**config.mk**
```make
export PLATFORM = sky130hd
export DESIGN_NAME = dsc_config_regs
export DESIGN_NICKNAME = d
export VERILOG_FILES = /design/src/dsc_pkg.sv /design/src/dsc_config_regs.sv /design/src/dsc_rw_reg.sv
export SDC_FILE = /design/constraint.sdc
export NUM_CORES = 1
export LEC_CHECK = 0
export BUFFER_PORTS_ARGS = -buffer_cell sky130_fd_sc_hd__buf_2
export CAP_MARGIN = 0
export CELL_PAD_IN_SITES_DETAIL_PLACEMENT = 0
export CELL_PAD_IN_SITES_GLOBAL_PLACEMENT = 1
export CORE_MARGIN = 4
export CORE_UTILIZATION = 39
export DETAILED_ROUTE_END_ITERATION = 8
export GPL_TIMING_DRIVEN = 0
export PLACE_DENSITY = 0.74
export SLEW_MARGIN = 5
export SYNTH_ARGS = -nofsm -noshare
export SYNTH_HDL_FRONTEND = slang
export SYNTH_SLANG_ARGS = --single-unit
```
**constraint.sdc**
```tcl
create_clock -name ref_clk -period 2.3 [get_ports ref_clk]
set_clock_uncertainty 0.1 [all_clocks]
set_input_delay 0.115 -clock ref_clk [delete_from_list [all_inputs] [get_ports ref_clk]]
set_output_delay 0.115 -clock ref_clk [all_outputs]
set_load 0.02 [all_outputs]
```
**src/dsc_pkg.sv**
```systemverilog
// Purpose: Constants and types of the configuration bank
// Assumes: 2 KB byte-offset space, 32-bit Wishbone data, word-aligned registers
// Notes:   Offsets are byte offsets inside the subsystem register space
package dsc_pkg;

  // ****************************************
  // Bus geometry and region map
  // ****************************************
  localparam int ADDR_W = 11;
  localparam int DATA_W = 32;

  localparam logic [10:0] CTRL_LO = 11'h000;
  localparam logic [10:0] CTRL_HI = 11'h1FC;
  localparam logic [10:0] PHY_LO  = 11'h200;
  localparam logic [10:0] PHY_HI  = 11'h3FC;
  localparam logic [10:0] FIC_LO  = 11'h400;
  localparam logic [10:0] FIC_HI  = 11'h4FC;
  localparam logic [10:0] SYS_LO  = 11'h500;
  localparam logic [10:0] SYS_HI  = 11'h5FC;
  localparam logic [10:0] RSV_LO  = 11'h600;
  localparam logic [10:0] RSV_HI  = 11'h7FC;

  typedef enum logic [2:0] {
    RGN_CTRL = 3'h0,
    RGN_PHY  = 3'h1,
    RGN_FIC  = 3'h2,
    RGN_SYS  = 3'h3,
    RGN_RSV  = 3'h4
  } dsc_region_t;

  // ****************************************
  // System register group offsets
  // ****************************************
  localparam logic [10:0] OFS_PLL_A     = 11'h500;
  localparam logic [10:0] OFS_PLL_B     = 11'h504;
  localparam logic [10:0] OFS_PLL_HIGH  = 11'h508;
  localparam logic [10:0] OFS_CLK_EN    = 11'h50C;
  localparam logic [10:0] OFS_STBY_MUX  = 11'h510;
  localparam logic [10:0] OFS_RATIO     = 11'h514;
  localparam logic [10:0] OFS_DELAY     = 11'h518;
  localparam logic [10:0] OFS_SOFT_RST  = 11'h51C;
  localparam logic [10:0] OFS_IOCAL_CFG = 11'h520;
  localparam logic [10:0] OFS_INT_EN    = 11'h524;
  localparam logic [10:0] OFS_BUS_TYPE  = 11'h528;
  localparam logic [10:0] OFS_AUTO_LOCK = 11'h52C;
  localparam logic [10:0] OFS_LOCK_A    = 11'h530;
  localparam logic [10:0] OFS_LOCK_B    = 11'h534;
  localparam logic [10:0] OFS_INT_STAT  = 11'h53C;
  localparam logic [10:0] OFS_IOCAL_ST  = 11'h544;
  localparam logic [10:0] OFS_ALIGN_RST = 11'h548;
  localparam logic [10:0] OFS_WR_LOCK   = 11'h5F8;

  // ****************************************
  // Read-write register table
  // ****************************************
  localparam int NUM_RW = 13;
  localparam int IX_PLL_A = 0;
  localparam int IX_PLL_B = 1;
  localparam int IX_PLL_HIGH = 2;
  localparam int IX_CLK_EN = 3;
  localparam int IX_STBY_MUX = 4;
  localparam int IX_RATIO = 5;
  localparam int IX_DELAY = 6;
  localparam int IX_SOFT_RST = 7;
  localparam int IX_IOCAL_CFG = 8;
  localparam int IX_INT_EN = 9;
  localparam int IX_BUS_TYPE = 10;
  localparam int IX_AUTO_LOCK = 11;
  localparam int IX_ALIGN_RST = 12;

  localparam logic [10:0] RW_OFS [NUM_RW] = '{
    OFS_PLL_A, OFS_PLL_B, OFS_PLL_HIGH, OFS_CLK_EN, OFS_STBY_MUX, OFS_RATIO,
    OFS_DELAY, OFS_SOFT_RST, OFS_IOCAL_CFG, OFS_INT_EN, OFS_BUS_TYPE,
    OFS_AUTO_LOCK, OFS_ALIGN_RST};
  localparam logic [31:0] RW_RST [NUM_RW] = '{
    32'h0000_0081, 32'h0000_000A, 32'h0000_3800, 32'h0000_0000, 32'h0000_0000,
    32'h0000_0000, 32'h0000_0000, 32'h0000_0001, 32'h0000_0000, 32'h0000_0000,
    32'h0000_0000, 32'h0000_0000, 32'h0000_0001};
  localparam logic [31:0] RW_MASK [NUM_RW] = '{
    32'h0000_FFFF, 32'h0000_000F, 32'h0000_FFFF, 32'h0000_0001, 32'h0000_0003,
    32'h0000_0007, 32'h0000_00FF, 32'h0000_0001, 32'hFFFF_FFFF, 32'h0000_0007,
    32'h0000_0001, 32'h0000_0001, 32'h0000_0001};

  // ****************************************
  // Field positions
  // ****************************************
  localparam int REF_DIV_LSB = 0;
  localparam int FB_DIV_LSB = 6;
  localparam int POST_DIV_LSB = 0;
  localparam int PLL_RST_BIT = 3;
  localparam int BYPASS_BIT = 11;
  localparam int MODE_1V2_BIT = 12;
  localparam int MODE_3V3_BIT = 13;
  localparam int FSE_BIT = 14;
  localparam int PD_BIT = 15;
  localparam int NUM_IRQ = 3;

  // ****************************************
  // Carried groups and states
  // ****************************************
  typedef struct packed {
    logic [5:0] ref_div;
    logic [9:0] fb_div;
    logic [5:0] post_div_ratio;
    logic       reset;
    logic       power_down;
    logic       bypass;
    logic       fse;
    logic       mode_3v3;
    logic       mode_1v2;
  } dsc_pll_cfg_t;

  typedef struct packed {
    logic        valid;
    dsc_region_t region;
    logic [10:0] addr;
    logic        we;
    logic [3:0]  sel;
    logic [31:0] wdata;
  } dsc_fwd_req_t;

  typedef enum logic [0:0] {
    ST_IDLE = 1'b0,
    ST_FWD  = 1'b1
  } dsc_state_t;

endpackage

```
**src/dsc_config_regs.sv**
```systemverilog
// What this block does
// - 0x000-0x1FC is the memory controller region.
// - 0x200-0x3FC is the physical layer region.
// - 0x400-0x4FC is the memory fabric interface region.
// - 0x500-0x5FC is the system register group; 0x600-0x7FC is reserved.
// - While locked, writes leave the system register group unchanged except the lock word at 0x5F8.
// - Words 0x500, 0x504, 0x508 drive the fabric PLL configuration inputs.
// - Word 0x50C gates the memory controller clock.
// - Word 0x510 selects the standby glitch-free clock multiplexers.
// - Word 0x514 selects the fabric to interface clock ratio.
// - Word 0x518 selects fabric PLL delay values.
// - Word 0x51C is the subsystem soft reset.
// - Word 0x520 holds the I/O calibration configuration.
// - Word 0x528 selects AXI or AHB-Lite for the fabric master port.
// - With AHB-Lite, the fabric master starts only after configuration; this block only registers ahb_sel and holds nothing off.
// - Word 0x52C enables automatic calibration lock.
// - Words 0x530 and 0x534 report fabric PLL lock status, read only.
// - Word 0x544 reports I/O calibration status, read only.
// - Word 0x548 drives reset of the alignment test circuit.
// - Post-divider code 0..5 decodes to divide by 1, 2, 4, 8, 16, 32.
// - Bypass powers the core down, passes reference, and overrides PLL reset.
//
// Purpose: Wishbone slave for the memory subsystem configuration space
// Assumes: All inputs synchronous to ref_clk; region agents answer on fwd_ack
// Notes:   System group answers one cycle after the request is taken
`timescale 1ns/100ps
module dsc_config_regs (
  input  wire logic                 ref_clk,
  input  wire logic                 rst_n,
  input  wire logic                 ce,
  input  wire logic                 wb_cyc_i,
  input  wire logic                 wb_stb_i,
  input  wire logic                 wb_we_i,
  input  wire logic [10:0]          wb_adr_i,
  input  wire logic [3:0]           wb_sel_i,
  input  wire logic [31:0]          wb_dat_i,
  output      logic [31:0]          wb_dat_o,
  output      logic                 wb_ack_o,
  output      dsc_pkg::dsc_fwd_req_t fwd_req,
  input  wire logic                 fwd_ack,
  input  wire logic [31:0]          fwd_rdata,
  input  wire logic                 pll_lock,
  input  wire logic                 cal_done,
  input  wire logic                 cal_error,
  output      dsc_pkg::dsc_pll_cfg_t pll_cfg,
  output      logic [7:0]           pll_delay_sel,
  output      logic                 ctrl_clk_en,
  output      logic [1:0]           standby_mux_sel,
  output      logic [2:0]           clk_ratio_sel,
  output      logic                 subsys_rst_n,
  output      logic [31:0]          iocal_cfg,
  output      logic                 ahb_sel,
  output      logic                 auto_cal_lock_en,
  output      logic                 align_test_rst,
  output      logic [2:0]           irq
);

  // ****************************************
  // Helpers
  // ****************************************
  function automatic logic in_range(input logic [10:0] a, input logic [10:0] lo,
                                    input logic [10:0] hi);
    in_range = (a >= lo) && (a <= hi);
  endfunction

  function automatic logic [5:0] post_div_decode(input logic [2:0] code);
    case (code)
      3'h0:    post_div_decode = 6'h01;
      3'h1:    post_div_decode = 6'h02;
      3'h2:    post_div_decode = 6'h04;
      3'h3:    post_div_decode = 6'h08;
      3'h4:    post_div_decode = 6'h10;
      3'h5:    post_div_decode = 6'h20;
      default: post_div_decode = 6'h00;
    endcase
  endfunction

  // ****************************************
  // Address decode
  // ****************************************
  logic [10:0]          adr_w;
  dsc_pkg::dsc_region_t region;
  dsc_pkg::dsc_state_t  state_reg;
  dsc_pkg::dsc_state_t  state_next;
  logic                 ack_reg;
  logic                 take;
  logic                 take_sys;
  logic                 take_rsv;
  logic                 take_fwd;
  logic                 sys_wr;
  logic                 sys_rd;
  logic                 fwd_done;

  // Low two address bits are dropped: every register is one aligned word
  assign adr_w = {wb_adr_i[10:2], 2'h0};

  assign region = in_range(adr_w, dsc_pkg::CTRL_LO, dsc_pkg::CTRL_HI) ? dsc_pkg::RGN_CTRL :
                  in_range(adr_w, dsc_pkg::PHY_LO, dsc_pkg::PHY_HI)   ? dsc_pkg::RGN_PHY  :
                  in_range(adr_w, dsc_pkg::FIC_LO, dsc_pkg::FIC_HI)   ? dsc_pkg::RGN_FIC  :
                  in_range(adr_w, dsc_pkg::SYS_LO, dsc_pkg::SYS_HI)   ? dsc_pkg::RGN_SYS  :
                  dsc_pkg::RGN_RSV;

  assign take     = ce && wb_cyc_i && wb_stb_i && !ack_reg && (state_reg == dsc_pkg::ST_IDLE);
  assign take_sys = take && (region == dsc_pkg::RGN_SYS);
  assign take_rsv = take && (region == dsc_pkg::RGN_RSV);
  assign take_fwd = take && !take_sys && !take_rsv;
  assign sys_wr   = take_sys && wb_we_i;
  assign sys_rd   = take_sys && !wb_we_i;
  assign fwd_done = (state_reg == dsc_pkg::ST_FWD) && fwd_ack;

  // ****************************************
  // Write lock
  // ****************************************
  logic lock_reg;
  logic lock_next;
  logic lock_hit;

  // The lock word stays writable so software can unlock
  assign lock_hit  = sys_wr && (adr_w == dsc_pkg::OFS_WR_LOCK) && wb_sel_i[0];
  assign lock_next = lock_hit ? wb_dat_i[0] : lock_reg;

  always_ff @(posedge ref_clk or negedge rst_n) begin
    if (!rst_n) begin
      lock_reg <= 1'b0;
    end else if (ce) begin
      lock_reg <= lock_next;
    end
  end

  // ****************************************
  // Read-write words
  // ****************************************
  logic [31:0] rw_q [dsc_pkg::NUM_RW];
  logic [dsc_pkg::NUM_RW-1:0] rw_wr;

  genvar gi;
  generate
    for (gi = 0; gi < dsc_pkg::NUM_RW; gi++) begin : g_rw
      // Only table entries decode: read-only words take no write
      assign rw_wr[gi] = sys_wr && !lock_reg && (adr_w == dsc_pkg::RW_OFS[gi]);
      dsc_rw_reg #(
        .RESET_VAL (dsc_pkg::RW_RST[gi]),
        .MASK      (dsc_pkg::RW_MASK[gi])
      ) u_word (
        .ref_clk (ref_clk),
        .rst_n   (rst_n),
        .ce      (ce),
        .wr_en   (rw_wr[gi]),
        .sel     (wb_sel_i),
        .wdata   (wb_dat_i),
        .q       (rw_q[gi])
      );
    end
  endgenerate

  // ****************************************
  // Status capture
  // ****************************************
  logic pll_lock_q_reg;
  logic lock_lost_reg;
  logic cal_done_seen_reg;
  logic cal_err_seen_reg;
  logic lock_lost_next;
  logic cal_done_next;
  logic cal_err_next;
  logic rd_lock_b;
  logic rd_iocal;
  logic [2:0] int_stat;

  assign rd_lock_b = sys_rd && (adr_w == dsc_pkg::OFS_LOCK_B);
  assign rd_iocal  = sys_rd && (adr_w == dsc_pkg::OFS_IOCAL_ST);

  // Set beats clear-on-read so an event in the reading cycle is kept
  assign lock_lost_next = (pll_lock_q_reg && !pll_lock) || (lock_lost_reg && !rd_lock_b);
  assign cal_done_next  = cal_done || (cal_done_seen_reg && !rd_iocal);
  assign cal_err_next   = cal_error || (cal_err_seen_reg && !rd_iocal);

  always_ff @(posedge ref_clk or negedge rst_n) begin
    if (!rst_n) begin
      pll_lock_q_reg    <= 1'b0;
      lock_lost_reg     <= 1'b0;
      cal_done_seen_reg <= 1'b0;
      cal_err_seen_reg  <= 1'b0;
    end else if (ce) begin
      pll_lock_q_reg    <= pll_lock;
      lock_lost_reg     <= lock_lost_next;
      cal_done_seen_reg <= cal_done_next;
      cal_err_seen_reg  <= cal_err_next;
    end
  end

  assign int_stat = {cal_err_seen_reg, cal_done_seen_reg, lock_lost_reg};

  // ****************************************
  // Read selection
  // ****************************************
  logic [31:0] rw_rd;
  logic [31:0] ro_rd;
  logic [31:0] sys_rd_word;

  always_comb begin
    rw_rd = 32'h0000_0000;
    for (int i = 0; i < dsc_pkg::NUM_RW; i++) begin
      if (adr_w == dsc_pkg::RW_OFS[i]) begin
        rw_rd = rw_q[i];
      end
    end
  end

  assign ro_rd = (adr_w == dsc_pkg::OFS_LOCK_A)   ? {31'h0000_0000, pll_lock_q_reg} :
                 (adr_w == dsc_pkg::OFS_LOCK_B)   ? {31'h0000_0000, lock_lost_reg}  :
                 (adr_w == dsc_pkg::OFS_INT_STAT) ? {29'h0000_0000, int_stat}       :
                 (adr_w == dsc_pkg::OFS_IOCAL_ST) ? {30'h0000_0000, cal_err_seen_reg,
                                                     cal_done_seen_reg} :
                 (adr_w == dsc_pkg::OFS_WR_LOCK)  ? {31'h0000_0000, lock_reg} : 32'h0000_0000;

  assign sys_rd_word = rw_rd | ro_rd;

  // ****************************************
  // Bus sequencing
  // ****************************************
  logic [31:0]           dat_next;
  dsc_pkg::dsc_fwd_req_t fwd_next;

  assign state_next = take_fwd ? dsc_pkg::ST_FWD :
                      fwd_done ? dsc_pkg::ST_IDLE : state_reg;

  // Reserved space answers with zero and drops writes
  assign dat_next = take_sys ? (wb_we_i ? 32'h0000_0000 : sys_rd_word) :
                    fwd_done ? fwd_rdata : 32'h0000_0000;

  // Forwarded regions: the request stands until the region agent acks
  always_comb begin
    fwd_next = fwd_req;
    case (state_reg)
      dsc_pkg::ST_IDLE: begin
        if (take_fwd) begin
          fwd_next.valid  = 1'b1;
          fwd_next.region = region;
          fwd_next.addr   = adr_w;
          fwd_next.we     = wb_we_i;
          fwd_next.sel    = wb_sel_i;
          fwd_next.wdata  = wb_dat_i;
        end
      end
      dsc_pkg::ST_FWD: begin
        if (fwd_ack) begin
          fwd_next.valid = 1'b0;
        end
      end
      default: begin
        fwd_next.valid = 1'b0;
      end
    endcase
  end

  always_ff @(posedge ref_clk or negedge rst_n) begin
    if (!rst_n) begin
      state_reg <= dsc_pkg::ST_IDLE;
      ack_reg   <= 1'b0;
      wb_dat_o  <= 32'h0000_0000;
      fwd_req   <= '0;
    end else if (ce) begin
      state_reg <= state_next;
      ack_reg   <= take_sys || take_rsv || fwd_done;
      wb_dat_o  <= dat_next;
      fwd_req   <= fwd_next;
    end
  end

  assign wb_ack_o = ack_reg;

  // ****************************************
  // Configuration outputs
  // ****************************************
  logic [31:0]           pll_a;
  logic [31:0]           pll_b;
  logic [31:0]           pll_h;
  dsc_pkg::dsc_pll_cfg_t pll_next;
  logic [2:0]            irq_next;

  assign pll_a = rw_q[dsc_pkg::IX_PLL_A];
  assign pll_b = rw_q[dsc_pkg::IX_PLL_B];
  assign pll_h = rw_q[dsc_pkg::IX_PLL_HIGH];

  assign pll_next.ref_div        = pll_a[dsc_pkg::REF_DIV_LSB +: 6];
  assign pll_next.fb_div         = pll_a[dsc_pkg::FB_DIV_LSB +: 10];
  assign pll_next.post_div_ratio = post_div_decode(pll_b[dsc_pkg::POST_DIV_LSB +: 3]);
  // Power-down dominates bypass, then bypass dominates reset
  assign pll_next.power_down = pll_h[dsc_pkg::PD_BIT] | pll_h[dsc_pkg::BYPASS_BIT];
  assign pll_next.bypass     = pll_h[dsc_pkg::BYPASS_BIT] & ~pll_h[dsc_pkg::PD_BIT];
  assign pll_next.reset      = pll_b[dsc_pkg::PLL_RST_BIT] & ~pll_h[dsc_pkg::BYPASS_BIT];
  assign pll_next.fse        = pll_h[dsc_pkg::FSE_BIT];
  assign pll_next.mode_3v3   = pll_h[dsc_pkg::MODE_3V3_BIT];
  assign pll_next.mode_1v2   = pll_h[dsc_pkg::MODE_1V2_BIT];

  assign irq_next = int_stat & rw_q[dsc_pkg::IX_INT_EN][2:0];

  always_ff @(posedge ref_clk or negedge rst_n) begin
    if (!rst_n) begin
      pll_cfg          <= '0;
      pll_delay_sel    <= 8'h00;
      ctrl_clk_en      <= 1'b0;
      standby_mux_sel  <= 2'h0;
      clk_ratio_sel    <= 3'h0;
      subsys_rst_n     <= 1'b0;
      iocal_cfg        <= 32'h0000_0000;
      ahb_sel          <= 1'b0;
      auto_cal_lock_en <= 1'b0;
      align_test_rst   <= 1'b1;
      irq              <= 3'h0;
    end else if (ce) begin
      pll_cfg          <= pll_next;
      pll_delay_sel    <= rw_q[dsc_pkg::IX_DELAY][7:0];
      ctrl_clk_en      <= rw_q[dsc_pkg::IX_CLK_EN][0];
      standby_mux_sel  <= rw_q[dsc_pkg::IX_STBY_MUX][1:0];
      clk_ratio_sel    <= rw_q[dsc_pkg::IX_RATIO][2:0];
      subsys_rst_n     <= ~rw_q[dsc_pkg::IX_SOFT_RST][0];
      iocal_cfg        <= rw_q[dsc_pkg::IX_IOCAL_CFG];
      // Bus type bit 0 selects AHB-Lite; no fabric master start hold-off is applied here
      ahb_sel          <= rw_q[dsc_pkg::IX_BUS_TYPE][0];
      auto_cal_lock_en <= rw_q[dsc_pkg::IX_AUTO_LOCK][0];
      align_test_rst   <= rw_q[dsc_pkg::IX_ALIGN_RST][0];
      irq              <= irq_next;
    end
  end

endmodule

```
**src/dsc_rw_reg.sv**
```systemverilog
// Purpose: One read-write configuration word with byte enables
// Assumes: Caller has already qualified the write with decode and lock
// Notes:   Bits outside the mask never store and read as zero
`timescale 1ns/100ps
module dsc_rw_reg #(
  parameter logic [31:0] RESET_VAL = 32'h0000_0000,
  parameter logic [31:0] MASK      = 32'hFFFF_FFFF
) (
  input  wire logic        ref_clk,
  input  wire logic        rst_n,
  input  wire logic        ce,
  input  wire logic        wr_en,
  input  wire logic [3:0]  sel,
  input  wire logic [31:0] wdata,
  output      logic [31:0] q
);

  logic [31:0] lane_mask;
  logic [31:0] q_next;

  assign lane_mask = {{8{sel[3]}}, {8{sel[2]}}, {8{sel[1]}}, {8{sel[0]}}} & MASK;
  assign q_next    = (q & ~lane_mask) | (wdata & lane_mask);

  always_ff @(posedge ref_clk or negedge rst_n) begin
    if (!rst_n) begin
      q <= RESET_VAL & MASK;
    end else if (ce && wr_en) begin
      q <= q_next;
    end
  end

endmodule

```
==> results of run 1 <==
## what timing repair did
| action | CTS | global route |
|---|---|---|
| cloned | 0 | 1 |
| endpoints found under the setup margin | 166 | 135 |
| endpoints found under the hold margin | 272 | 0 |
| setup buffers | 21 | 4 |
| pin swaps | 13 | 21 |
| hold buffers | 83 | 0 |
| gates resized for setup | 105 | 38 |
## area by class of cell
| class | count | area share (%) |
|---|---|---|
| clock inverters | 14 | 1.12 |
| well taps | 378 | 3.05 |
| repair buffers | 360 | 16.2 |
| multi-input cells | 530 | 30.6 |
| inverters | 13 | 0.315 |
| plain buffers | 47 | 1.45 |
| clock buffers | 38 | 5.29 |
| flip-flops and latches | 259 | 41.9 |
## synthesized netlist by cell type, drive strengths merged (4+ instances only)
library cell  instances
mux2                207
nor3b                 4
nand2                31
a21oi                29
o21ai                20
nand3b                7
nor2                 74
buf                  15
a222oi                8
dfstp                10
a22o                  6
mux2i                 6
nand3                11
a32o                  4
nor2b                 4
inv                  13
nor4                  6
clkbuf               34
dfrtp               249
a31oi                16
nand2b               15
nor3                 12
a22oi                20
## routing by layer
metal	up-vias	wire length [um]	track usage [%]
li1	3872	-	-
met1	4335	15400	30.9
met2	302	17000	36.9
met3	59	2220	4.18
met4	0	1060	7.12
met5	-	0	0
## cell families (layout without fill, tap and decap cells)
logic type                count (synthesis)  count (layout)
and+or+nand+nor                         185             185
xor gates and xnor gates                  1               1
DFF                                     259             259
buffers and inverters                    62             472
muxes                                   213             213
other                                     1               2
AOI/OAI and AO/OA                       129             129
## where the power goes
group | internal [mW] | switching [mW] | total, mW | leakage (nW)
sequential | 5.08 | 0.245 | 5.33 | 3.41
clock | 2.85 | 1.89 | 4.74 | 0.492
combinational | 1.02 | 1.55 | 2.57 | 3.52
## worst max-delay path: cells and delay by family, from the launching register on
kind | cells | cell delay (ps)
buffers and inverters | 3 | 390
flip-flops | 1 | 400
multiplexers | 1 | 310
AND/OR/NAND/NOR | 4 | 1120
## worst max-delay path by stage
stage,from,endpoint,cells after the start
2_1_floorplan,wb_ack_o$_DFFE_PN0P_,flip-flop,5
3_3_place_gp,rst_n,wb_ack_o$_DFFE_PN0P_,1
3_5_place_dp,wb_adr_i[10],flip-flop,6
4_1_cts,state_reg$_DFFE_PN0P_,flip-flop,7
5_1_grt,wb_ack_o$_DFFE_PN0P_,flip-flop,7
6_report,wb_ack_o$_DFFE_PN0P_,flip-flop,8
==> flow_summary.rst, run 1 <==
.. list-table::
   :header-rows: 1

   * - Metric
     - Value
   * - Starting utilization of the core area
     - 39.6%
   * - Minimum clock period
     - 2470 ps
   * - Critical Path Sink Type
     - flip-flop
   * - Cell type contributing the most total cell area after synthesis
     - sky130_fd_sc_hd__dfrtp_1
   * - Horizontal die dimension
     - 176 um
   * - Routed wire length per instance
     - 21.8 um
   * - Max transition margin
     - 34.6%
   * - Register bit total from synthesis
     - 259
   * - Synth Cell Area
     - 11000 sq um
   * - Multi-input gate area in the final layout
     - 4750 sq um
   * - Clk sinks
     - 259
   * - Syn Area/Cell
     - 13.0 sq um
   * - Routed Wire Length
     - 35700 um
   * - Launch point of the worst reg-to-reg path
     - wb_ack_o$_DFFE_PN0P_
   * - Synth top area share
     - 56.6%
   * - Number of design-rule violations left by the first detailed-router iteration
     - 432
   * - Placed wire-length estimate after detailed placement
     - 24500 um
   * - Buffers on Ports
     - 248
   * - Max_cap viols
     - 0
   * - Row count
     - 61
   * - GRT overflow
     - 0
   * - Number of antenna-violating nets in the routed design
     - 0
   * - First-pass DRT Iterations
     - 6
   * - DRC viols
     - 0
   * - Total power consumption of the routed design
     - 12.6 mW
   * - Fraction of final layout cells sized beyond drive strength 1
     - 47.5%
   * - Crit path cell chain
     - or4b_4 -> nor4b_4 -> buf_6 -> buf_6 -> buf_6 -> and2_4 -> nand2_8 -> mux2_4
   * - Post-synthesis async set-or-reset flop share
     - 100%
   * - Final instance count without filler cells
     - 1639
   * - Post-Place Cell Area
     - 12800 sq um
   * - Share of the core filled with cells in the final layout
     - 55.8%
   * - Wire length of the first global-routing pass
     - 54700 um
   * - Mux cell area share after synthesis
     - 21.7%
   * - Simple-Gate Fraction of Synth Area
     - 8.92%
   * - DP Worst Slack
     - -878 ps
   * - Final antenna diode count
     - 0
   * - Commonest cells after routing, fill and taps aside
     - sky130_fd_sc_hd__buf_2, sky130_fd_sc_hd__dfrtp_1, sky130_fd_sc_hd__mux2_2
   * - Critical Path Fanout Max
     - 8
   * - Type of the worst setup path
     - flip-flop to flip-flop
   * - Power per cell area
     - 816 nW/um^2
   * - H-tree depth reported by CTS
     - 1
   * - Final Hold Slack
     - 25.6 ps
   * - Number of enable flip-flop cells after synthesis
     - 0
   * - Failing checks
     - setup timing
   * - Area of the core
     - 27800 sq um
   * - Crit path arrival time
     - 2810 ps
   * - Worst setup slack for register-to-register paths
     - -170 ps
   * - Via total after detailed routing
     - 8568
   * - Initial antenna violation count
     - 0
   * - Most used DFF post-synth
     - sky130_fd_sc_hd__dfrtp_1
   * - Worst min-delay path category
     - input port to async pin
   * - Final critical-path share of the clock period
     - 107%
   * - Synth Warn #
     - 0
   * - Length in cells of the worst reg-to-reg path
     - 8
   * - Cell count after placement
     - 1480
   * - Post-route worst setup slack
     - -167 ps
   * - Xor and xnor fraction of the mapped netlist area
     - 0.0795%
   * - Final layout net count
     - 1329
   * - Root buffer cell
     - sky130_fd_sc_hd__clkbuf_16
   * - Worst-skew pair later-pin latency
     - 560 ps
   * - Maximum count of clock buffers along a single path
     - 3
   * - Fillcell total
     - 2420
   * - Setup Viol. Count Final
     - 85
   * - Peak supply drop
     - 580 uV
   * - Vias in the first global route
     - 9079
   * - Startpoint Class
     - flip-flop
   * - Area growth from synthesis to layout
     - 40.7%
   * - Static leakage
     - 7.41 nW
   * - Post-Layout Inst Area
     - 15500 sq um
   * - Dominant combinational cell family by area after synthesis
     - multiplexers
   * - Setup total negative slack
     - -9470 ps
   * - Largest stage delay, worst path
     - 540 ps
   * - Number of I/O pins
     - 255
   * - Maximum number of pins on one net before global-route repair
     - 76
   * - Outcome
     - finished, violations left
   * - Peak clock frequency supported by timing
     - 405 MHz
   * - Area enclosed by the die boundary
     - 31000 sq um
   * - Most Frequent Cell on Critical Path
     - sky130_fd_sc_hd__buf_6
   * - Max-slew violations
     - 0
   * - Synthesized instance count
     - 850
   * - Most common library cell in the layout ignoring fill and taps
     - sky130_fd_sc_hd__buf_2
   * - Final estimated routing congestion in global placement
     - 0.878
   * - Number of buffers inserted during clock tree synthesis
     - 29
   * - Yosys cell types
     - 63
   * - Average via count per standard cell
     - 5.23
   * - Unrepaired setup endpoints after global routing
     - true
   * - Transition time at the pin with the least slew margin
     - 980 ps
   * - Clock slew at reported path FFs
     - 60 ps
   * - Total global-route track usage
     - 22.6%
   * - Fraction of the mapped netlist area in adder cells
     - 0%
   * - Register area share after synthesis
     - 59.0%
   * - Die boundary height
     - 176 um
   * - Count of endpoints failing hold in the final timing report
     - 0
   * - Cells taking the most area after synthesis
     - sky130_fd_sc_hd__dfrtp_1, sky130_fd_sc_hd__mux2_2, sky130_fd_sc_hd__dfstp_2
   * - CTS tree
     - built
   * - Synthesized-area fraction occupied by ao, oa, aoi and oai cells
     - 8.02%
   * - Required time at the worst-slack endpoint
     - 2640 ps
   * - Footprint of the flip-flops and latches
     - 6490 sq um
   * - Slowest stage cell, crit path
     - sky130_fd_sc_hd__or4b_4
Power figures use the tool's default switching activity.
==> run 2, diff against run 1 <==
--- a/config.mk
+++ b/config.mk
@@ -10,10 +10,11 @@
 export CELL_PAD_IN_SITES_DETAIL_PLACEMENT = 0
 export CELL_PAD_IN_SITES_GLOBAL_PLACEMENT = 1
 export CORE_MARGIN = 4
-export CORE_UTILIZATION = 39
+export CORE_UTILIZATION = 43
 export DETAILED_ROUTE_END_ITERATION = 8
 export GPL_TIMING_DRIVEN = 0
-export PLACE_DENSITY = 0.74
+export MAX_ROUTING_LAYER = met4
+export PLACE_DENSITY = 0.78
 export SLEW_MARGIN = 5
 export SYNTH_ARGS = -nofsm -noshare
 export SYNTH_HDL_FRONTEND = slang
==> constraint.sdc (replaced) <==
create_clock -name ref_clk -period 2.82 [get_ports ref_clk]
set_clock_uncertainty 0.1 [all_clocks]
set_input_delay 0.141 -clock ref_clk [delete_from_list [all_inputs] [get_ports ref_clk]]
set_output_delay 0.141 -clock ref_clk [all_outputs]
set_load 0.02 [all_outputs]
==> run 2 against run 1 <==
  * The flow now finishes without violations
  * Final cell count decreased by 4.4%
  * Global-route usage grew 1.4 points
  * Worst hold slack got worse by 0.89 ps
  * Critical path type unchanged
==> flow_summary.rst, run 2 (synthesized netlist as in run 1, its figures left out) <==
.. list-table::
   :header-rows: 1

   * - Metric
     - Value
   * - Final instance count without filler cells
     - 1567 (was 1639)
   * - Via total after detailed routing
     - 8415 (was 8568)
   * - Transition time at the pin with the least slew margin
     - 989 ps (was 980 ps)
   * - Final antenna diode count
     - 0 (unchanged)
   * - Startpoint Class
     - flip-flop (unchanged)
   * - Worst path top cell family by delay
     - simple AND/OR/NAND/NOR gates (unchanged)
   * - Largest stage delay, worst path
     - 550 ps (was 540 ps)
   * - Power per cell area
     - 700 nW/um^2 (was 816 nW/um^2)
   * - Peak supply drop
     - 552 uV (was 580 uV)
   * - Crit path cell chain
     - or4b_4 -> nor4b_4 -> buf_4 -> nand2_1 -> nor2_4 -> mux2_2 (was or4b_4 -> nor4b_4 -> buf_6 -> buf_6 -> buf_6 -> and2_4 -> nand2_8 -> mux2_4)
   * - Minimum clock period
     - 2650 ps (was 2470 ps)
   * - Worst min-delay path category
     - input port to flip-flop (was input port to async pin)
   * - Fraction of final layout cells sized beyond drive strength 1
     - 44.5% (was 47.5%)
   * - Number of antenna-violating nets in the routed design
     - 0 (unchanged)
   * - First-pass DRT Iterations
     - 5 (was 6)
   * - Starting utilization of the core area
     - 43.7% (was 39.6%)
   * - Final estimated routing congestion in global placement
     - 0.918 (was 0.878)
   * - Horizontal die dimension
     - 168 um (was 176 um)
   * - Launch point of the worst reg-to-reg path
     - wb_ack_o$_DFFE_PN0P_ (unchanged)
   * - Total buffers and inverters traversed by the critical path
     - 1 (was 3)
   * - Placed wire-length estimate after detailed placement
     - 23600 um (was 24500 um)
   * - GRT overflow
     - 0 (unchanged)
   * - Final critical-path share of the clock period
     - 94.0% (was 107%)
   * - Max_cap viols
     - 0 (unchanged)
   * - Vias in the first global route
     - 8659 (was 9079)
   * - Critical Path Sink Type
     - flip-flop (unchanged)
   * - Routed wire length per instance
     - 21.4 um (was 21.8 um)
   * - Crit path arrival time
     - 2970 ps (was 2810 ps)
   * - Combinational power share
     - 19.8% (was 20.3%)
   * - Area growth from synthesis to layout
     - 32.7% (was 40.7%)
   * - Number of buffers inserted during clock tree synthesis
     - 28 (was 29)
   * - Number of cells on the critical path
     - 6 (was 8)
   * - Sw frac
     - 28.6% (was 29.1%)
   * - DRC viols
     - 0 (unchanged)
   * - Row count
     - 58 (was 61)
   * - Portion of total power attributed to sequential cells
     - 42.6% (was 42.1%)
   * - Final layout net count
     - 1304 (was 1329)
   * - Static leakage
     - 7.11 nW (was 7.41 nW)
   * - Count of endpoints failing hold in the final timing report
     - 0 (unchanged)
   * - Critical Path Fanout Max
     - 8 (unchanged)
   * - Switching power
     - 2.92 mW (was 3.69 mW)
   * - Unrepaired setup endpoints after global routing
     - false (was true)
   * - Total global-route track usage
     - 24.0% (was 22.6%)
   * - Area of the core
     - 25200 sq um (was 27800 sq um)
   * - Initial antenna violation count
     - 0 (unchanged)
   * - Average via count per standard cell
     - 5.37 (was 5.23)
   * - Worst-skew pair later-pin latency
     - 530 ps (was 560 ps)
   * - Setup Viol. Count Final
     - 0 (was 85)
   * - Required time at the worst-slack endpoint
     - 3130 ps (was 2640 ps)
   * - Buffers on Ports
     - 248 (unchanged)
   * - Max-slew violations
     - 0 (unchanged)
   * - Power share of the clock group
     - 37.6% (was 37.5%)
   * - Type of the worst setup path
     - flip-flop to flip-flop (unchanged)
   * - Internal power contribution
     - 7.30 mW (was 8.96 mW)
   * - DP Worst Slack
     - -307 ps (was -878 ps)
   * - Number of I/O pins
     - 255 (unchanged)
   * - CTS tree
     - built (unchanged)
   * - H-tree depth reported by CTS
     - 1 (unchanged)
   * - Routed Wire Length
     - 33500 um (was 35700 um)
   * - Worst setup slack for register-to-register paths
     - 170 ps (was -170 ps)
   * - Length in cells of the worst reg-to-reg path
     - 6 (was 8)
   * - Most common library cell in the layout ignoring fill and taps
     - sky130_fd_sc_hd__buf_2 (unchanged)
   * - Cell count after placement
     - 1431 (was 1480)
   * - Die boundary height
     - 168 um (was 176 um)
   * - Commonest cells after routing, fill and taps aside
     - sky130_fd_sc_hd__buf_2, sky130_fd_sc_hd__dfrtp_1, sky130_fd_sc_hd__mux2_2 (unchanged)
   * - Maximum number of pins on one net before global-route repair
     - 114 (was 76)
   * - Peak clock frequency supported by timing
     - 377 MHz (was 405 MHz)
   * - Area enclosed by the die boundary
     - 28200 sq um (was 31000 sq um)
   * - Max transition margin
     - 33.9% (was 34.6%)
   * - Root buffer cell
     - sky130_fd_sc_hd__clkbuf_16 (unchanged)
   * - Clock slew at reported path FFs
     - 60 ps (about the same)
   * - Wire length of the first global-routing pass
     - 51400 um (was 54700 um)
   * - Clk sinks
     - 259 (unchanged)
   * - Launch point of the critical path
     - wb_ack_o$_DFFE_PN0P_ (unchanged)
   * - Outcome
     - finished clean (was finished, violations left)
   * - Number of design-rule violations left by the first detailed-router iteration
     - 663 (was 432)
   * - Slowest stage cell, crit path
     - sky130_fd_sc_hd__or4b_4 (unchanged)
   * - Post-route worst setup slack
     - 169 ps (was -167 ps)
   * - Maximum count of clock buffers along a single path
     - 3 (unchanged)
## run 2: changes by cell type in the layout (fill, tap and decap cells not counted), moves of 4 or more
| cell | change |
|---|---|
| sky130_fd_sc_hd__mux2_2 | +67 |
| sky130_fd_sc_hd__mux2_4 | -67 |
| sky130_fd_sc_hd__buf_6 | -11 |
| sky130_fd_sc_hd__nor2_4 | -8 |
| sky130_fd_sc_hd__buf_4 | -6 |
| sky130_fd_sc_hd__nor2_1 | +6 |
| sky130_fd_sc_hd__buf_12 | -5 |
| sky130_fd_sc_hd__clkbuf_1 | +5 |
| sky130_fd_sc_hd__nand2_8 | -4 |
| sky130_fd_sc_hd__o21ai_0 | +4 |
## run 2: layer usage
layer / global-route usage (%) / routed length (um) / up-vias
li1: - / - / 3823
met1: 32.5 / 14700 / 4271
met2: 37.1 / 15800 / 269
met3: 4.70 / 2180 / 52
met4: 7.09 / 869 / 0
met5: - / 0 / -
## run 2: area by class of cell
class | count | area [sq um]
fillers | 2109 | 10600
flip-flops and latches | 259 | 6490
multi-input cells | 530 | 4310
repair buffers | 334 | 2150
clock buffers | 37 | 806
well taps | 330 | 413
plain buffers | 49 | 203
clock inverters | 15 | 180
inverters | 13 | 48.8
## run 2: per-stage QoR
stage	utilization (%)	cell area, sq um	hold WS (ps)	power, mW	setup TNS, ps
floorplan	-	11000	-255	5.53	0
global placement	50.3	12700	291	6.31	-829430
detailed placement	50.6	12700	33.4	6.35	-12300
CTS	57.7	14500	-248	10.3	-3510
global route	58.0	14600	46.5	10.7	0
finish	58.0	14600	24.7	10.2	0
## run 2: worst min path at each step
stage,from,depth (start not counted),end
4_1_cts,wb_dat_i[13],2,flip-flop
3_3_place_gp,cal_done,2,cal_done_seen_reg$_DFFE_PN0P_
2_1_floorplan,rst_n,0,async pin
5_1_grt,wb_adr_i[10],4,wb_ack_o$_DFFE_PN0P_
6_report,ce,4,fwd_req[48]$_DFFE_PN0P_
3_5_place_dp,rst_n,1,fwd_req[29]$_DFFE_PN0P_
## run 2: what timing repair did
item / CTS / global route
setup buffers: 2 / 2
gates cloned: 0 / 0
hold buffers: 79 / 1
setup endpoints to repair: 55 / 50
resized for setup: 4 / 5
hold endpoints to repair: 305 / 4
pin swaps: 1 / 2
## run 2: worst register-to-register path, delay by kind of cell, from the launching register on
kind,cells,cell delay (ps)
simple gates,4,1420
buf+inv,1,210
flops,1,420
mux,1,380
## run 2: power groups by stage
stage	combinational, mW	sequential, mW	clock (mW)
finish	2.02	4.36	3.84
global route	2.17	4.42	4.10
CTS	2.03	4.35	3.95
detailed placement	1.94	4.41	0
global placement	1.91	4.40	0
floorplan	0.583	4.95	0
